File: config.mk
export PLATFORM = sky130hd
export DESIGN_NAME = rhp_port_top
export DESIGN_NICKNAME = d
export VERILOG_FILES = /design/src/hw/rhp_pkg.sv /design/src/hw/rhp_tmr_if.sv /design/src/hw/rhp_sync.sv /design/src/hw/rhp_timer.sv /design/src/hw/rhp_port_top.sv
export SDC_FILE = /design/constraint.sdc
export NUM_CORES = 1
export LEC_CHECK = 0
export BUFFER_PORTS_ARGS = -buffer_cell sky130_fd_sc_hd__buf_2
export CAP_MARGIN = 10
export CORE_ASPECT_RATIO = 1.5
export CORE_MARGIN = 2
export CORE_UTILIZATION = 53
export CTS_CLUSTER_DIAMETER = 40
export DETAILED_ROUTE_END_ITERATION = 8
export GPL_TIMING_DRIVEN = 0
export PLACE_DENSITY_LB_ADDON = 0.2
export SYNTH_ARGS = -nofsm -noshare
export SYNTH_HDL_FRONTEND = slang
export SYNTH_SLANG_ARGS = --single-unit
File: constraint.sdc
create_clock -name sys_clk -period 3.1 [get_ports sys_clk]
set_clock_uncertainty 0.05 [all_clocks]
set_input_delay 0.31 -clock sys_clk [delete_from_list [all_inputs] [get_ports sys_clk]]
set_output_delay 0.31 -clock sys_clk [all_outputs]
set_load 0.005 [all_outputs]
File: src/hw/rhp_pkg.sv
// Constants, register map and state type for the root hub port logic
package rhp_pkg;

  // ==========================================================
  // Register offsets (byte addresses on APB)
  localparam logic [7:0] OFF_STATUS = 8'h00;
  localparam logic [7:0] OFF_MASK   = 8'h04;
  localparam logic [7:0] OFF_CONFIG = 8'h08;

  // ==========================================================
  // Status register fields: read meaning / write command
  localparam int unsigned B_CONNECT  = 0;  // Read connect, write 1 clears enable
  localparam int unsigned B_ENABLE   = 1;  // Read enable, write 1 sets enable
  localparam int unsigned B_SUSPEND  = 2;  // Read suspend, write 1 sets suspend
  localparam int unsigned B_OVERCUR  = 3;  // Read overcurrent, write 1 resumes
  localparam int unsigned B_RESET    = 4;  // Read reset active, write 1 starts reset
  localparam int unsigned B_POWER    = 8;  // Read power, write 1 powers on
  localparam int unsigned B_POWEROFF = 9;  // Write 1 powers off
  localparam int unsigned CHG_LSB    = 16;
  localparam int unsigned CHG_W      = 5;

  // Change flag indices, relative to CHG_LSB
  localparam int unsigned CI_CONN = 0;
  localparam int unsigned CI_EN   = 1;
  localparam int unsigned CI_SUSP = 2;
  localparam int unsigned CI_OC   = 3;
  localparam int unsigned CI_RST  = 4;

  // Config register fields
  localparam int unsigned CFG_FIXED  = 0;
  localparam int unsigned CFG_RESUME = 1;
  localparam int unsigned CFG_W      = 2;

  // ==========================================================
  // Reset values
  localparam logic [CHG_W-1:0] MASK_RST  = 5'h00;
  localparam logic [CFG_W-1:0] CFG_RST   = 2'h0;
  localparam logic             POWER_RST = 1'b0;

  // ==========================================================
  // Timing
  localparam int unsigned CLK_KHZ        = 40000;
  localparam int unsigned RESET_TIME_MS  = 10;
  localparam int unsigned RESUME_TIME_MS = 20;
  localparam int unsigned RESET_CYC      = RESET_TIME_MS * CLK_KHZ;
  localparam int unsigned RESUME_CYC     = RESUME_TIME_MS * CLK_KHZ;
  localparam int unsigned TMR_W          = 20;

  typedef enum logic [1:0] {
    PS_IDLE   = 2'b00,
    PS_RESET  = 2'b01,
    PS_RESUME = 2'b10
  } rhp_state_t;

endpackage : rhp_pkg

File: src/hw/rhp_tmr_if.sv
// Start/done handshake between port control and the interval timer
`timescale 1ns/1ps
interface rhp_tmr_if;
  logic start;
  logic is_reset;
  logic done;
  modport ctrl (output start, output is_reset, input done);
  modport tmr  (input start, input is_reset, output done);
endinterface : rhp_tmr_if

File: src/hw/rhp_sync.sv
// Three-stage pin synchroniser with agreement filter
`timescale 1ns/1ps
module rhp_sync #(
  parameter int WIDTH = 1
) (
  input  wire logic             sys_clk,
  input  wire logic             reset,
  input  wire logic [WIDTH-1:0] din,
  output logic      [WIDTH-1:0] dout
);
  logic [WIDTH-1:0] s1_r;
  logic [WIDTH-1:0] s2_r;
  logic [WIDTH-1:0] s3_r;
  logic [WIDTH-1:0] q_r;
  logic [WIDTH-1:0] q_nxt;

  genvar i;
  generate
    for (i = 0; i < WIDTH; i++)
    begin : g_bit
      // Accept a change only once stages two and three agree
      always_comb
      begin
        q_nxt[i] = (s2_r[i] == s3_r[i]) ? s3_r[i] : q_r[i];
      end
    end
  endgenerate

  always_ff @(posedge sys_clk or posedge reset)
  begin
    if (reset)
    begin
      s1_r <= '0;
      s2_r <= '0;
      s3_r <= '0;
      q_r  <= '0;
    end
    else
    begin
      s1_r <= din;
      s2_r <= s1_r;
      s3_r <= s2_r;
      q_r  <= q_nxt;
    end
  end

  assign dout = q_r;
endmodule : rhp_sync

File: src/hw/rhp_timer.sv
// Interval timer for port reset and resume signalling
`timescale 1ns/1ps
module rhp_timer #(
  parameter int unsigned RESET_CYC  = rhp_pkg::RESET_CYC,
  parameter int unsigned RESUME_CYC = rhp_pkg::RESUME_CYC
) (
  input  wire logic sys_clk,
  input  wire logic reset,
  rhp_tmr_if.tmr    tif
);
  logic [rhp_pkg::TMR_W-1:0] cnt_r;
  logic [rhp_pkg::TMR_W-1:0] cnt_nxt;
  logic                      run_r;
  logic                      run_nxt;
  logic                      done_r;
  logic                      done_nxt;

  always_comb
  begin
    cnt_nxt  = cnt_r;
    run_nxt  = run_r;
    done_nxt = 1'b0;
    if (tif.start)
    begin
      cnt_nxt = tif.is_reset ? rhp_pkg::TMR_W'(RESET_CYC - 1) : rhp_pkg::TMR_W'(RESUME_CYC - 1);
      run_nxt = 1'b1;
    end
    else if (run_r)
    begin
      if (cnt_r == '0)
      begin
        run_nxt  = 1'b0;
        done_nxt = 1'b1;
      end
      else
      begin
        cnt_nxt = cnt_r - 1'b1;
      end
    end
  end

  always_ff @(posedge sys_clk or posedge reset)
  begin
    if (reset)
    begin
      cnt_r  <= '0;
      run_r  <= 1'b0;
      done_r <= 1'b0;
    end
    else
    begin
      cnt_r  <= cnt_nxt;
      run_r  <= run_nxt;
      done_r <= done_nxt;
    end
  end

  assign tif.done = done_r;
endmodule : rhp_timer

File: src/hw/rhp_port_top.sv
// Root hub port status/control with APB register access
`timescale 1ns/1ps
module rhp_port_top #(
  parameter int unsigned RESET_CYC  = rhp_pkg::RESET_CYC,
  parameter int unsigned RESUME_CYC = rhp_pkg::RESUME_CYC
) (
  input  wire logic        sys_clk,
  input  wire logic        reset,
  input  wire logic [7:0]  paddr,
  input  wire logic        psel,
  input  wire logic        penable,
  input  wire logic        pwrite,
  input  wire logic [31:0] pwdata,
  output logic      [31:0] prdata,
  output logic             pready,
  output logic             pslverr,
  input  wire logic        dev_connect_pin,
  input  wire logic        overcurrent_pin,
  input  wire logic        dev_resume_pin,
  input  wire logic        bus_error,
  output logic             port_reset_drive,
  output logic             port_resume_drive,
  output logic             port_suspend_out,
  output logic             port_power_out,
  output logic             resume_to_hc,
  output logic             irq
);
  // ==========================================================
  // Declarations
  rhp_pkg::rhp_state_t       st_r, st_nxt;
  logic                      enabled_r, enabled_nxt;
  logic                      suspended_r, suspended_nxt;
  logic                      reset_act_r, reset_act_nxt;
  logic                      power_r, power_nxt;
  logic                      resume_ind_r, resume_ind_nxt;
  logic                      resume_drv_r, resume_drv_nxt;
  logic                      start_r, start_nxt;
  logic                      kind_r, kind_nxt;
  logic                      conn_prev_r, oc_prev_r;
  logic [rhp_pkg::CHG_W-1:0] chg_r, chg_nxt, chg_set, mask_r, mask_nxt;
  logic [rhp_pkg::CFG_W-1:0] cfg_r, cfg_nxt;
  logic                      irq_r, irq_nxt;
  logic [31:0]               prdata_r, prdata_nxt;
  logic                      pready_r, pready_nxt;
  logic                      slverr_r, slverr_nxt;
  logic [2:0]                pin_q;
  logic                      connect, oc_now, dev_resume;
  logic                      wr, wr_status, hw_dis, up_resume;
  logic [31:0]               status_word;

  rhp_tmr_if tif ();

  function automatic logic addr_hit(input logic [7:0] a, input logic [7:0] off);
    addr_hit = (a == off);
  endfunction : addr_hit

  // ==========================================================
  // Pin synchronisers and timer
  rhp_sync #(.WIDTH(3)) u_sync (
    .sys_clk (sys_clk),
    .reset   (reset),
    .din     ({dev_resume_pin, overcurrent_pin, dev_connect_pin}),
    .dout    (pin_q)
  );

  rhp_timer #(.RESET_CYC(RESET_CYC), .RESUME_CYC(RESUME_CYC)) u_tmr (
    .sys_clk (sys_clk),
    .reset   (reset),
    .tif     (tif)
  );

  assign tif.start    = start_r;
  assign tif.is_reset = kind_r;

  // ==========================================================
  // Port events
  assign connect    = cfg_r[rhp_pkg::CFG_FIXED] | pin_q[0];
  assign oc_now     = pin_q[1];
  assign dev_resume = pin_q[2];
  assign wr         = psel & penable & pready_r & pwrite;
  assign wr_status  = wr & addr_hit(paddr, rhp_pkg::OFF_STATUS);
  // Any fault, loss of device or power drops an enabled port
  assign hw_dis     = enabled_r & ((conn_prev_r & ~connect) | (oc_now & ~oc_prev_r)
                                   | ~power_r | bus_error);
  assign up_resume  = suspended_r & dev_resume & (st_r == rhp_pkg::PS_IDLE);

  // Status bits, never the last command value
  always_comb
  begin
    status_word                           = 32'h0000_0000;
    status_word[rhp_pkg::B_CONNECT]       = connect;
    status_word[rhp_pkg::B_ENABLE]        = enabled_r;
    status_word[rhp_pkg::B_SUSPEND]       = suspended_r;
    status_word[rhp_pkg::B_OVERCUR]       = oc_now;
    status_word[rhp_pkg::B_RESET]         = reset_act_r;
    status_word[rhp_pkg::B_POWER]         = power_r;
    status_word[rhp_pkg::CHG_LSB +: rhp_pkg::CHG_W] = chg_r;
  end

  // ==========================================================
  // Next state
  always_comb
  begin
    st_nxt         = st_r;
    enabled_nxt    = enabled_r;
    suspended_nxt  = suspended_r;
    reset_act_nxt  = reset_act_r;
    power_nxt      = power_r;
    resume_ind_nxt = resume_ind_r;
    start_nxt      = 1'b0;
    kind_nxt       = kind_r;
    chg_set        = '0;
    mask_nxt       = mask_r;
    cfg_nxt        = cfg_r;
    if (wr_status)
    begin
      if (pwdata[rhp_pkg::B_ENABLE])
      begin
        if (connect)
          enabled_nxt = 1'b1;
        else
          chg_set[rhp_pkg::CI_CONN] = 1'b1;
      end
      if (pwdata[rhp_pkg::B_SUSPEND])
      begin
        if (connect)
          suspended_nxt = 1'b1;
        else
          chg_set[rhp_pkg::CI_CONN] = 1'b1;
      end
      if (pwdata[rhp_pkg::B_RESET])
      begin
        if (!connect)
          chg_set[rhp_pkg::CI_CONN] = 1'b1;
        else if (st_r == rhp_pkg::PS_IDLE)
        begin
          reset_act_nxt = 1'b1;
          st_nxt        = rhp_pkg::PS_RESET;
          start_nxt     = 1'b1;
          kind_nxt      = 1'b1;
        end
      end
      if (pwdata[rhp_pkg::B_OVERCUR] && suspended_r && st_nxt == rhp_pkg::PS_IDLE)
      begin
        st_nxt    = rhp_pkg::PS_RESUME;
        start_nxt = 1'b1;
        kind_nxt  = 1'b0;
      end
      if (pwdata[rhp_pkg::B_CONNECT])
        enabled_nxt = 1'b0;
      if (pwdata[rhp_pkg::B_POWER])
        power_nxt = 1'b1;
      if (pwdata[rhp_pkg::B_POWEROFF])
        power_nxt = 1'b0;
    end
    // Device-driven resume only from an idle suspended port
    if (up_resume && st_nxt == rhp_pkg::PS_IDLE)
    begin
      st_nxt         = rhp_pkg::PS_RESUME;
      start_nxt      = 1'b1;
      kind_nxt       = 1'b0;
      resume_ind_nxt = 1'b1;
    end
    unique case (st_r)
      rhp_pkg::PS_IDLE:
      begin
      end
      rhp_pkg::PS_RESET:
        if (tif.done)
        begin
          reset_act_nxt            = 1'b0;
          suspended_nxt            = 1'b0;
          enabled_nxt              = 1'b1;
          chg_set[rhp_pkg::CI_RST] = 1'b1;
          st_nxt                   = rhp_pkg::PS_IDLE;
        end
      rhp_pkg::PS_RESUME:
        if (tif.done)
        begin
          suspended_nxt             = 1'b0;
          enabled_nxt               = 1'b1;
          chg_set[rhp_pkg::CI_SUSP] = 1'b1;
          resume_ind_nxt            = 1'b0;
          st_nxt                    = rhp_pkg::PS_IDLE;
        end
      default:
        st_nxt = rhp_pkg::PS_IDLE;
    endcase
    if (cfg_r[rhp_pkg::CFG_RESUME])
      suspended_nxt = 1'b0;
    if (hw_dis)
    begin
      enabled_nxt             = 1'b0;
      chg_set[rhp_pkg::CI_EN] = 1'b1;
    end
    if (oc_now != oc_prev_r)
      chg_set[rhp_pkg::CI_OC] = 1'b1;
    if (connect != conn_prev_r)
      chg_set[rhp_pkg::CI_CONN] = 1'b1;
    // A new event beats a same-cycle write-one clear
    chg_nxt = chg_r | chg_set;
    if (wr_status)
      chg_nxt = (chg_r & ~pwdata[rhp_pkg::CHG_LSB +: rhp_pkg::CHG_W]) | chg_set;
    if (wr && addr_hit(paddr, rhp_pkg::OFF_MASK))
      mask_nxt = pwdata[rhp_pkg::CHG_LSB +: rhp_pkg::CHG_W];
    if (wr && addr_hit(paddr, rhp_pkg::OFF_CONFIG))
      cfg_nxt = pwdata[rhp_pkg::CFG_W-1:0];
    irq_nxt = |(chg_nxt & mask_nxt);
    // Registered, so a reset start never flashes resume onto the line
    resume_drv_nxt = (st_nxt == rhp_pkg::PS_RESUME) & suspended_nxt;
  end

  // ==========================================================
  // APB slave: one wait-free access phase, data staged in setup
  always_comb
  begin
    pready_nxt = psel & ~penable & ~pready_r;
    prdata_nxt = prdata_r;
    slverr_nxt = 1'b0;
    if (psel && !penable)
    begin
      slverr_nxt = ~(addr_hit(paddr, rhp_pkg::OFF_STATUS) | addr_hit(paddr, rhp_pkg::OFF_MASK)
                     | addr_hit(paddr, rhp_pkg::OFF_CONFIG));
      prdata_nxt = 32'h0000_0000;
      if (addr_hit(paddr, rhp_pkg::OFF_STATUS))
        prdata_nxt = status_word;
      else if (addr_hit(paddr, rhp_pkg::OFF_MASK))
        prdata_nxt[rhp_pkg::CHG_LSB +: rhp_pkg::CHG_W] = mask_r;
      else if (addr_hit(paddr, rhp_pkg::OFF_CONFIG))
        prdata_nxt[rhp_pkg::CFG_W-1:0] = cfg_r;
    end
  end

  always_ff @(posedge sys_clk or posedge reset)
  begin
    if (reset)
    begin
      st_r         <= rhp_pkg::PS_IDLE;
      enabled_r    <= 1'b0;
      suspended_r  <= 1'b0;
      reset_act_r  <= 1'b0;
      power_r      <= rhp_pkg::POWER_RST;
      resume_ind_r <= 1'b0;
      resume_drv_r <= 1'b0;
      start_r      <= 1'b0;
      kind_r       <= 1'b0;
      conn_prev_r  <= 1'b0;
      oc_prev_r    <= 1'b0;
      chg_r        <= '0;
      mask_r       <= rhp_pkg::MASK_RST;
      cfg_r        <= rhp_pkg::CFG_RST;
      irq_r        <= 1'b0;
      prdata_r     <= 32'h0000_0000;
      pready_r     <= 1'b0;
      slverr_r     <= 1'b0;
    end
    else
    begin
      st_r         <= st_nxt;
      enabled_r    <= enabled_nxt;
      suspended_r  <= suspended_nxt;
      reset_act_r  <= reset_act_nxt;
      power_r      <= power_nxt;
      resume_ind_r <= resume_ind_nxt;
      resume_drv_r <= resume_drv_nxt;
      start_r      <= start_nxt;
      kind_r       <= kind_nxt;
      conn_prev_r  <= connect;
      oc_prev_r    <= oc_now;
      chg_r        <= chg_nxt;
      mask_r       <= mask_nxt;
      cfg_r        <= cfg_nxt;
      irq_r        <= irq_nxt;
      prdata_r     <= prdata_nxt;
      pready_r     <= pready_nxt;
      slverr_r     <= slverr_nxt;
    end
  end

  assign prdata            = prdata_r;
  assign pready            = pready_r;
  assign pslverr           = slverr_r;
  assign port_reset_drive  = reset_act_r;
  assign port_resume_drive = resume_drv_r;
  assign port_suspend_out  = suspended_r;
  assign port_power_out    = power_r;
  assign resume_to_hc      = resume_ind_r;
  assign irq               = irq_r;

  // ==========================================================
  // Assertions
  property p_set_suspend;
    @(posedge sys_clk) disable iff (reset)
    wr_status && pwdata[rhp_pkg::B_SUSPEND] && connect && st_r == rhp_pkg::PS_IDLE
      && !cfg_r[rhp_pkg::CFG_RESUME] |=> suspended_r;
  endproperty
  a_set_suspend: assert property (p_set_suspend) else $error("suspend not set");

  property p_resume_end;
    @(posedge sys_clk) disable iff (reset)
    st_r == rhp_pkg::PS_RESUME && tif.done
      |=> !suspended_r && chg_r[rhp_pkg::CI_SUSP] && enabled_r == !$past(hw_dis);
  endproperty
  a_resume_end: assert property (p_resume_end) else $error("resume end wrong");

  property p_suspend_refused;
    @(posedge sys_clk) disable iff (reset)
    wr_status && pwdata[rhp_pkg::B_SUSPEND] && !connect && !suspended_r
      |=> !suspended_r && chg_r[rhp_pkg::CI_CONN];
  endproperty
  a_suspend_refused: assert property (p_suspend_refused) else $error("bad suspend");

  property p_ctrl_resume;
    @(posedge sys_clk) disable iff (reset)
    cfg_r[rhp_pkg::CFG_RESUME] |=> !suspended_r;
  endproperty
  a_ctrl_resume: assert property (p_ctrl_resume) else $error("suspend held");

  property p_up_resume;
    @(posedge sys_clk) disable iff (reset)
    up_resume |=> resume_to_hc && st_r == rhp_pkg::PS_RESUME;
  endproperty
  a_up_resume: assert property (p_up_resume) else $error("resume not passed");

  property p_read_status;
    @(posedge sys_clk) disable iff (reset)
    psel && !penable && addr_hit(paddr, rhp_pkg::OFF_STATUS)
      |=> prdata[rhp_pkg::B_ENABLE] == $past(enabled_r)
          && prdata[rhp_pkg::B_CONNECT] == $past(connect) && pready;
  endproperty
  a_read_status: assert property (p_read_status) else $error("status read wrong");

  property p_hw_disable;
    @(posedge sys_clk) disable iff (reset)
    hw_dis |=> !enabled_r && chg_r[rhp_pkg::CI_EN];
  endproperty
  a_hw_disable: assert property (p_hw_disable) else $error("hw disable wrong");

  property p_enable_refused;
    @(posedge sys_clk) disable iff (reset)
    wr_status && pwdata[rhp_pkg::B_ENABLE] && !connect |=> chg_r[rhp_pkg::CI_CONN];
  endproperty
  a_enable_refused: assert property (p_enable_refused) else $error("bad enable");

  property p_clear_enable;
    @(posedge sys_clk) disable iff (reset)
    wr_status && pwdata[rhp_pkg::B_CONNECT] && !tif.done |=> !enabled_r;
  endproperty
  a_clear_enable: assert property (p_clear_enable) else $error("enable kept");

  property p_fixed;
    @(posedge sys_clk) disable iff (reset)
    psel && !penable && addr_hit(paddr, rhp_pkg::OFF_STATUS) && cfg_r[rhp_pkg::CFG_FIXED]
      |=> prdata[rhp_pkg::B_CONNECT];
  endproperty
  a_fixed: assert property (p_fixed) else $error("fixed port disconnected");

  property p_reset_seq;
    @(posedge sys_clk) disable iff (reset)
    $rose(reset_act_r) |-> start_r && kind_r ##1 reset_act_r [*8];
  endproperty
  a_reset_seq: assert property (p_reset_seq) else $error("reset too short");

endmodule : rhp_port_top

== Word-level counts from Yosys, hierarchy flattened ==
Cells that the tools add are included.

* Input port bits: 49
* Register bits after elaboration: 82
* Output and inout bits: 40

* $add $sub $neg: 1
* Reduce and logical (&&, ||, !) cells: 23
* Equal/unequal tests: 11
* Bitwise gates (word level): 29
* Multiplexer cells: 77

{| class="wikitable"
|+ Operator list
! cell !! number
|-
| $mux 20 || 4
|-
| $mux 1 || 56
|-
| $mux 2 || 11
|-
| $logic_not 20->1 || 1
|-
| $mux 5 || 4
|-
| $sub 20x1->20 const B || 1
|-
| $and 1x1->1 || 12
|-
| $and 5x5->5 || 2
|-
| $or 5x5->5 || 2
|-
| $reduce_bool 3->1 || 3
|-
| $eq 8x3->1 const B || 1
|-
| $eq 8x4->1 const B || 1
|-
| $logic_not 8->1 || 1
|-
| $mux 7 || 1
|-
| $logic_and 1x1->1 || 6
|-
| $logic_not 2->1 || 3
|-
| $not 1->1 || 6
|-
| $or 1x1->1 || 6
|-
| $reduce_bool 2->1 || 3
|-
| $not 5->5 || 1
|-
| $reduce_or 5->1 || 1
|-
| $eq 2x2->1 const B || 2
|-
| $pmux 2 s2 || 1
|-
| $reduce_and 2->1 || 2
|-
| other kinds (7) || 10
|}

== Logic depth before layout (Yosys ltp) ==
* Depth after elaboration: 16
* Mapped depth: 7
* Gate-level depth less buffers: 7

== Modules after synthesis ==
A second synthesis with hierarchy kept.

* Cells, all modules: 341
* Area, all modules: 3729.8 um^2

{| class="wikitable"
|+ By module, submodules not included
! module !! instances !! sequential area each (um^2) !! cells an instance !! area each (um^2)
|-
| rhp_port_top || 1 || 950.9 || 194 || 2053.2
|-
| rhp_timer || 1 || 550.5 || 131 || 1338.8
|-
| rhp_sync || 1 || 300.3 || 16 || 337.8
|}

== Worst setup path after synthesis ==
Ideal clock, no wire load.

* Path type: input to register
* Start point: input paddr[1]
* End point: register irq_r (netlist: irq)
* Cell stages on the path: 5
* Required time: 2911 ps
* Arrival: 2374 ps
* Setup slack: 538 ps
* Setup time: 139 ps
* Buffers on the path: 0
* Cells stage by stage: or4_4 > nor4_1 > mux2_2 > a21boi_0 > or4_1

* Elaborated cells on any way between the ends: 12
* Those cells by class: eq/ne: 1; mux: 4; bitwise: 4; reduce/logical: 3

{| class="wikitable"
|+ RTL lines
! what !! line !! RTL
|-
| start: declaration || rhp_port_top.sv:9 || <nowiki>input wire logic [7:0] paddr,</nowiki>
|-
| $eq 8x3->1 || rhp_port_top.sv:54 || <nowiki>addr_hit = (a == off);</nowiki>
|-
| $logic_and 1x1->1 || rhp_port_top.sv:204 || <nowiki>if (wr && addr_hit(paddr, rhp_pkg::OFF_MASK))</nowiki>
|-
| $mux 5 || rhp_port_top.sv:204 ||
|-
| via mask_nxt, one bit || rhp_port_top.sv:40 || <nowiki>logic [rhp_pkg::CHG_W-1:0] chg_r, chg_nxt, chg_set, mask_r, mask_nxt;</nowiki>
|-
| $and 5x5->5 || rhp_port_top.sv:208 || <nowiki>irq_nxt = |(chg_nxt & mask_nxt);</nowiki>
|-
| $reduce_or 5->1 || rhp_port_top.sv:208 ||
|-
| via irq_nxt || rhp_port_top.sv:42 || <nowiki>logic irq_r, irq_nxt;</nowiki>
|-
| end signal: assignment || rhp_port_top.sv:273 || <nowiki>irq_r <= irq_nxt;</nowiki>
|-
| end: declaration || rhp_port_top.sv:42 ||
|}

The timed path passes the listed nets, and every way through them passes these cells.
A chain may end at the register's enable or synchronous reset.

== Worst setup path in the final report ==
Same ends and word-level chain as after synthesis.

==> impl_results.md <==
* Outcome: finished clean
* Max cap viols at 0
* Fin. Hold Viols at 0
* Crit path cell chain: buf_2, or4_4, nor4_1, mux2_2, a21boi_0, or4_1
* IO Pins at about 90
* CP max-delay cell: nor4_1
* Setup slack, reg-to-reg at 560 ps
* Setup crit end kind: flip-flop
* Maximum fanout along the worst path at 5
* Peak VDD IR at 0.000353 V
* Routed vias at roughly 2700
* Antenna violations before repair at 0
* CTS tree: built
* Share of synthesized flip-flops with an asynchronous set or reset at 100%
* Total global-route track usage at roughly 22%
* Final net count at around 470
* Starting Density at 54.2%
* Gate count of the mapped netlist at between 300 and 400
* Number of CTS-inserted buffers at 9
* Post-CTS Hold Buffers at 0
* Routed Antenna Nets at 0
* Max clock buf depth at 2
* HPWL after detailed placement at 5640 um
* DRC violations left at 0
* Synthesis-stage register bit count at 72
* Port Buffer Count at between 40 and 50
* Power density over the cells at about 460 mW/mm^2
* Leakage at approximately 2.0 nW
* # rows at 36
* CP arrival at roughly 2700 ps
* Final instance count without filler cells at between 400 and 500
* Clock slew at reported path FFs at 80 ps
* Total power at 1.91 mW
* Number of synthesized flops with an enable pin at 0
* Fmax at 393 MHz
* H-tree depth at 3
* Syn avg cell area at 10.3 um^2
* Vias in the first global route at around 2700
* Final Core Density at 63.9%
* N_diodes at 0
* Post-layout minimum cycle time at 2550 ps
* Sequential share of the synthesized area at between 50% and 60%
* Share of layout cells above drive strength 1 at 23.0%
* Post-CTS sizing at 0
* Detailed Route WL at 7490 um
* Worst skew pair latency at 350 ps
* Synth cell types at 49
* Die W at around 70 um
* Overflow after GRT at 0
* Yosys top cell by area: dfrtp_1
* CP Launch Type: input pin
* Post-synth top area share at roughly half
* Slew margin rel. at about 42%
* First-pass GRT wire length at ~13000 um
* Largest net degree at the start of global routing at between 70 and 80
* Die height at 103 um
* Full die area at about 0.0073 mm^2
* RSZ-0062 raised after global routing: no
* CTS sink count at 72
* Post CTS Setup Buffer Count at 0
* Largest cells by area after synthesis: dfrtp_1 52%, buf_4 4.5%, nand2_1 4.0%
* Slew @ Worst Pin at 869 ps
* CORE AREA at ~0.0064 mm^2
* Fin crit share at a little over 80%
* Min Hold Slack at 13.0 ps
* P&R area growth vs syn at 17.9%
* Max Transition Viols Final at 0
* CP required at ~3300 ps
* Final TNS setup at 0 ps
* First-pass iteration count of the detailed router at 4
* Synth Warn # at 0
* Initial DRC Count at 160
* Dominant synthesized flop cell: dfrtp_1
* Vias/cell at approximately 5.4
* Largest delay share family, worst path: simple AND/OR/NAND/NOR gates
* Placed cell count at 480
* Setup-failing EPs final at 0
* Crit path buf inv count at 1
* Post-DR wirelength/cell at between 15 and 20 um
* Crit-path max cell delay at ~700 ps
* Final GP Congestion at 0.950
* Root buf cell: clkbuf_8
* Hold crit path type: in2reg
* Netlist Area Pre-Place at 0.00349 mm^2
* Crit Path Category: in2reg
-- layer usage --
layer | global-route usage, % | routed length, um | up-vias | share of wire (%)
met5 | 0 | 0 | - | 0
met1 | 25.2 | 2980 | 1274 | 40
met4 | 9.76 | 199 | 0 | 2.7
li1 | - | - | 1333 | -
met2 | 40.3 | 3990 | 71 | 53
met3 | 5.14 | 324 | 16 | 4.3
-- worst paths after layout --
kind                              endpoint  cells past startpoint      startpoint
setup / recovery                       irq                      6        paddr[1]
hold / removal              u_sync.s1_r[2]                      1  dev_resume_pin
setup reg to reg                       irq                      5          pready
hold reg to reg             u_sync.s2_r[2]                      0  u_sync.s1_r[2]
max in group asynchronous           kind_r                      2           reset
min in group asynchronous  u_tmr.cnt_r[18]                      2           reset
-- cell type report --
| type | instances | area [um^2] |
|---|---|---|
| timing repair buffer | 48 | 245 |
| clock inverter | 5 | 55.1 |
| multi-input combinational | 239 | 1510 |
| inverter | 19 | 73.8 |
| buffer | 28 | 184 |
| sequential | 72 | 1800 |
| fill | 562 | 2330 |
| clock buffer | 11 | 151 |
| tap | 76 | 95.1 |
-- stage by stage --
stage                     cell area [um^2]  setup WS, ps
final                                 4120           553
after global routing                  4120           299
after CTS                             4100           230
after detailed placement              3890          -167
after global placement                3890         -90.6
after floorplan                       3570           538
-- cell usage after synthesis (8+ instances only) --
master and number:
nand2_1 37, dfrtp_1 72, ha_1 8, inv_1 19
nor2_1 16, buf_4 21, o21ai_0 17, a21oi_1 9
a21boi_0 9, nand4_1 10
-- layout by cell type, fill, tap and decap left out, drive strengths merged, types with 6 or more instances in the layout --
master   n
o211ai   7
conb    21
a21oi    9
a21boi   9
xnor2    7
ha       8
dfrtp   72
nor2    16
clkbuf  19
o21a     6
o21ai   17
mux2     6
inv     19
buf     67
nand2   37
nor4     7
xor2     7
nand4   10
-- cell families (layout without fill, tap and decap cells) --
kind of cell | Yosys count | in the layout | share of synthesized area, %
AOI/OAI and AO/OA | 76 | 76 | 14.8
other | 1 | 21 | 0.107
and+or+nand+nor | 108 | 108 | 16.0
buffers and inverters | 47 | 111 | 7.31
DFF | 72 | 72 | 51.6
muxes | 9 | 9 | 2.90
adders and majority gates | 11 | 11 | 3.73
xor gates and xnor gates | 14 | 14 | 3.51
-- registers in the layout, indices dropped and copies added (netlist names), 2 cells and up --
signal	flops
u_sync.s1_r	3
chg_r	5
st_r	2
cfg_r	2
prdata	11
mask_r	5
u_sync.s2_r	3
u_sync.dout	3
u_sync.s3_r	3
u_tmr.cnt_r	20
-- power by group --
part | switching (mW) | total (mW) | internal (mW)
clock network | 0.343 | 0.756 | 0.412
logic | 0.107 | 0.175 | 0.0681
registers | 0.0169 | 0.978 | 0.961
Power figures use the tool's default switching activity.
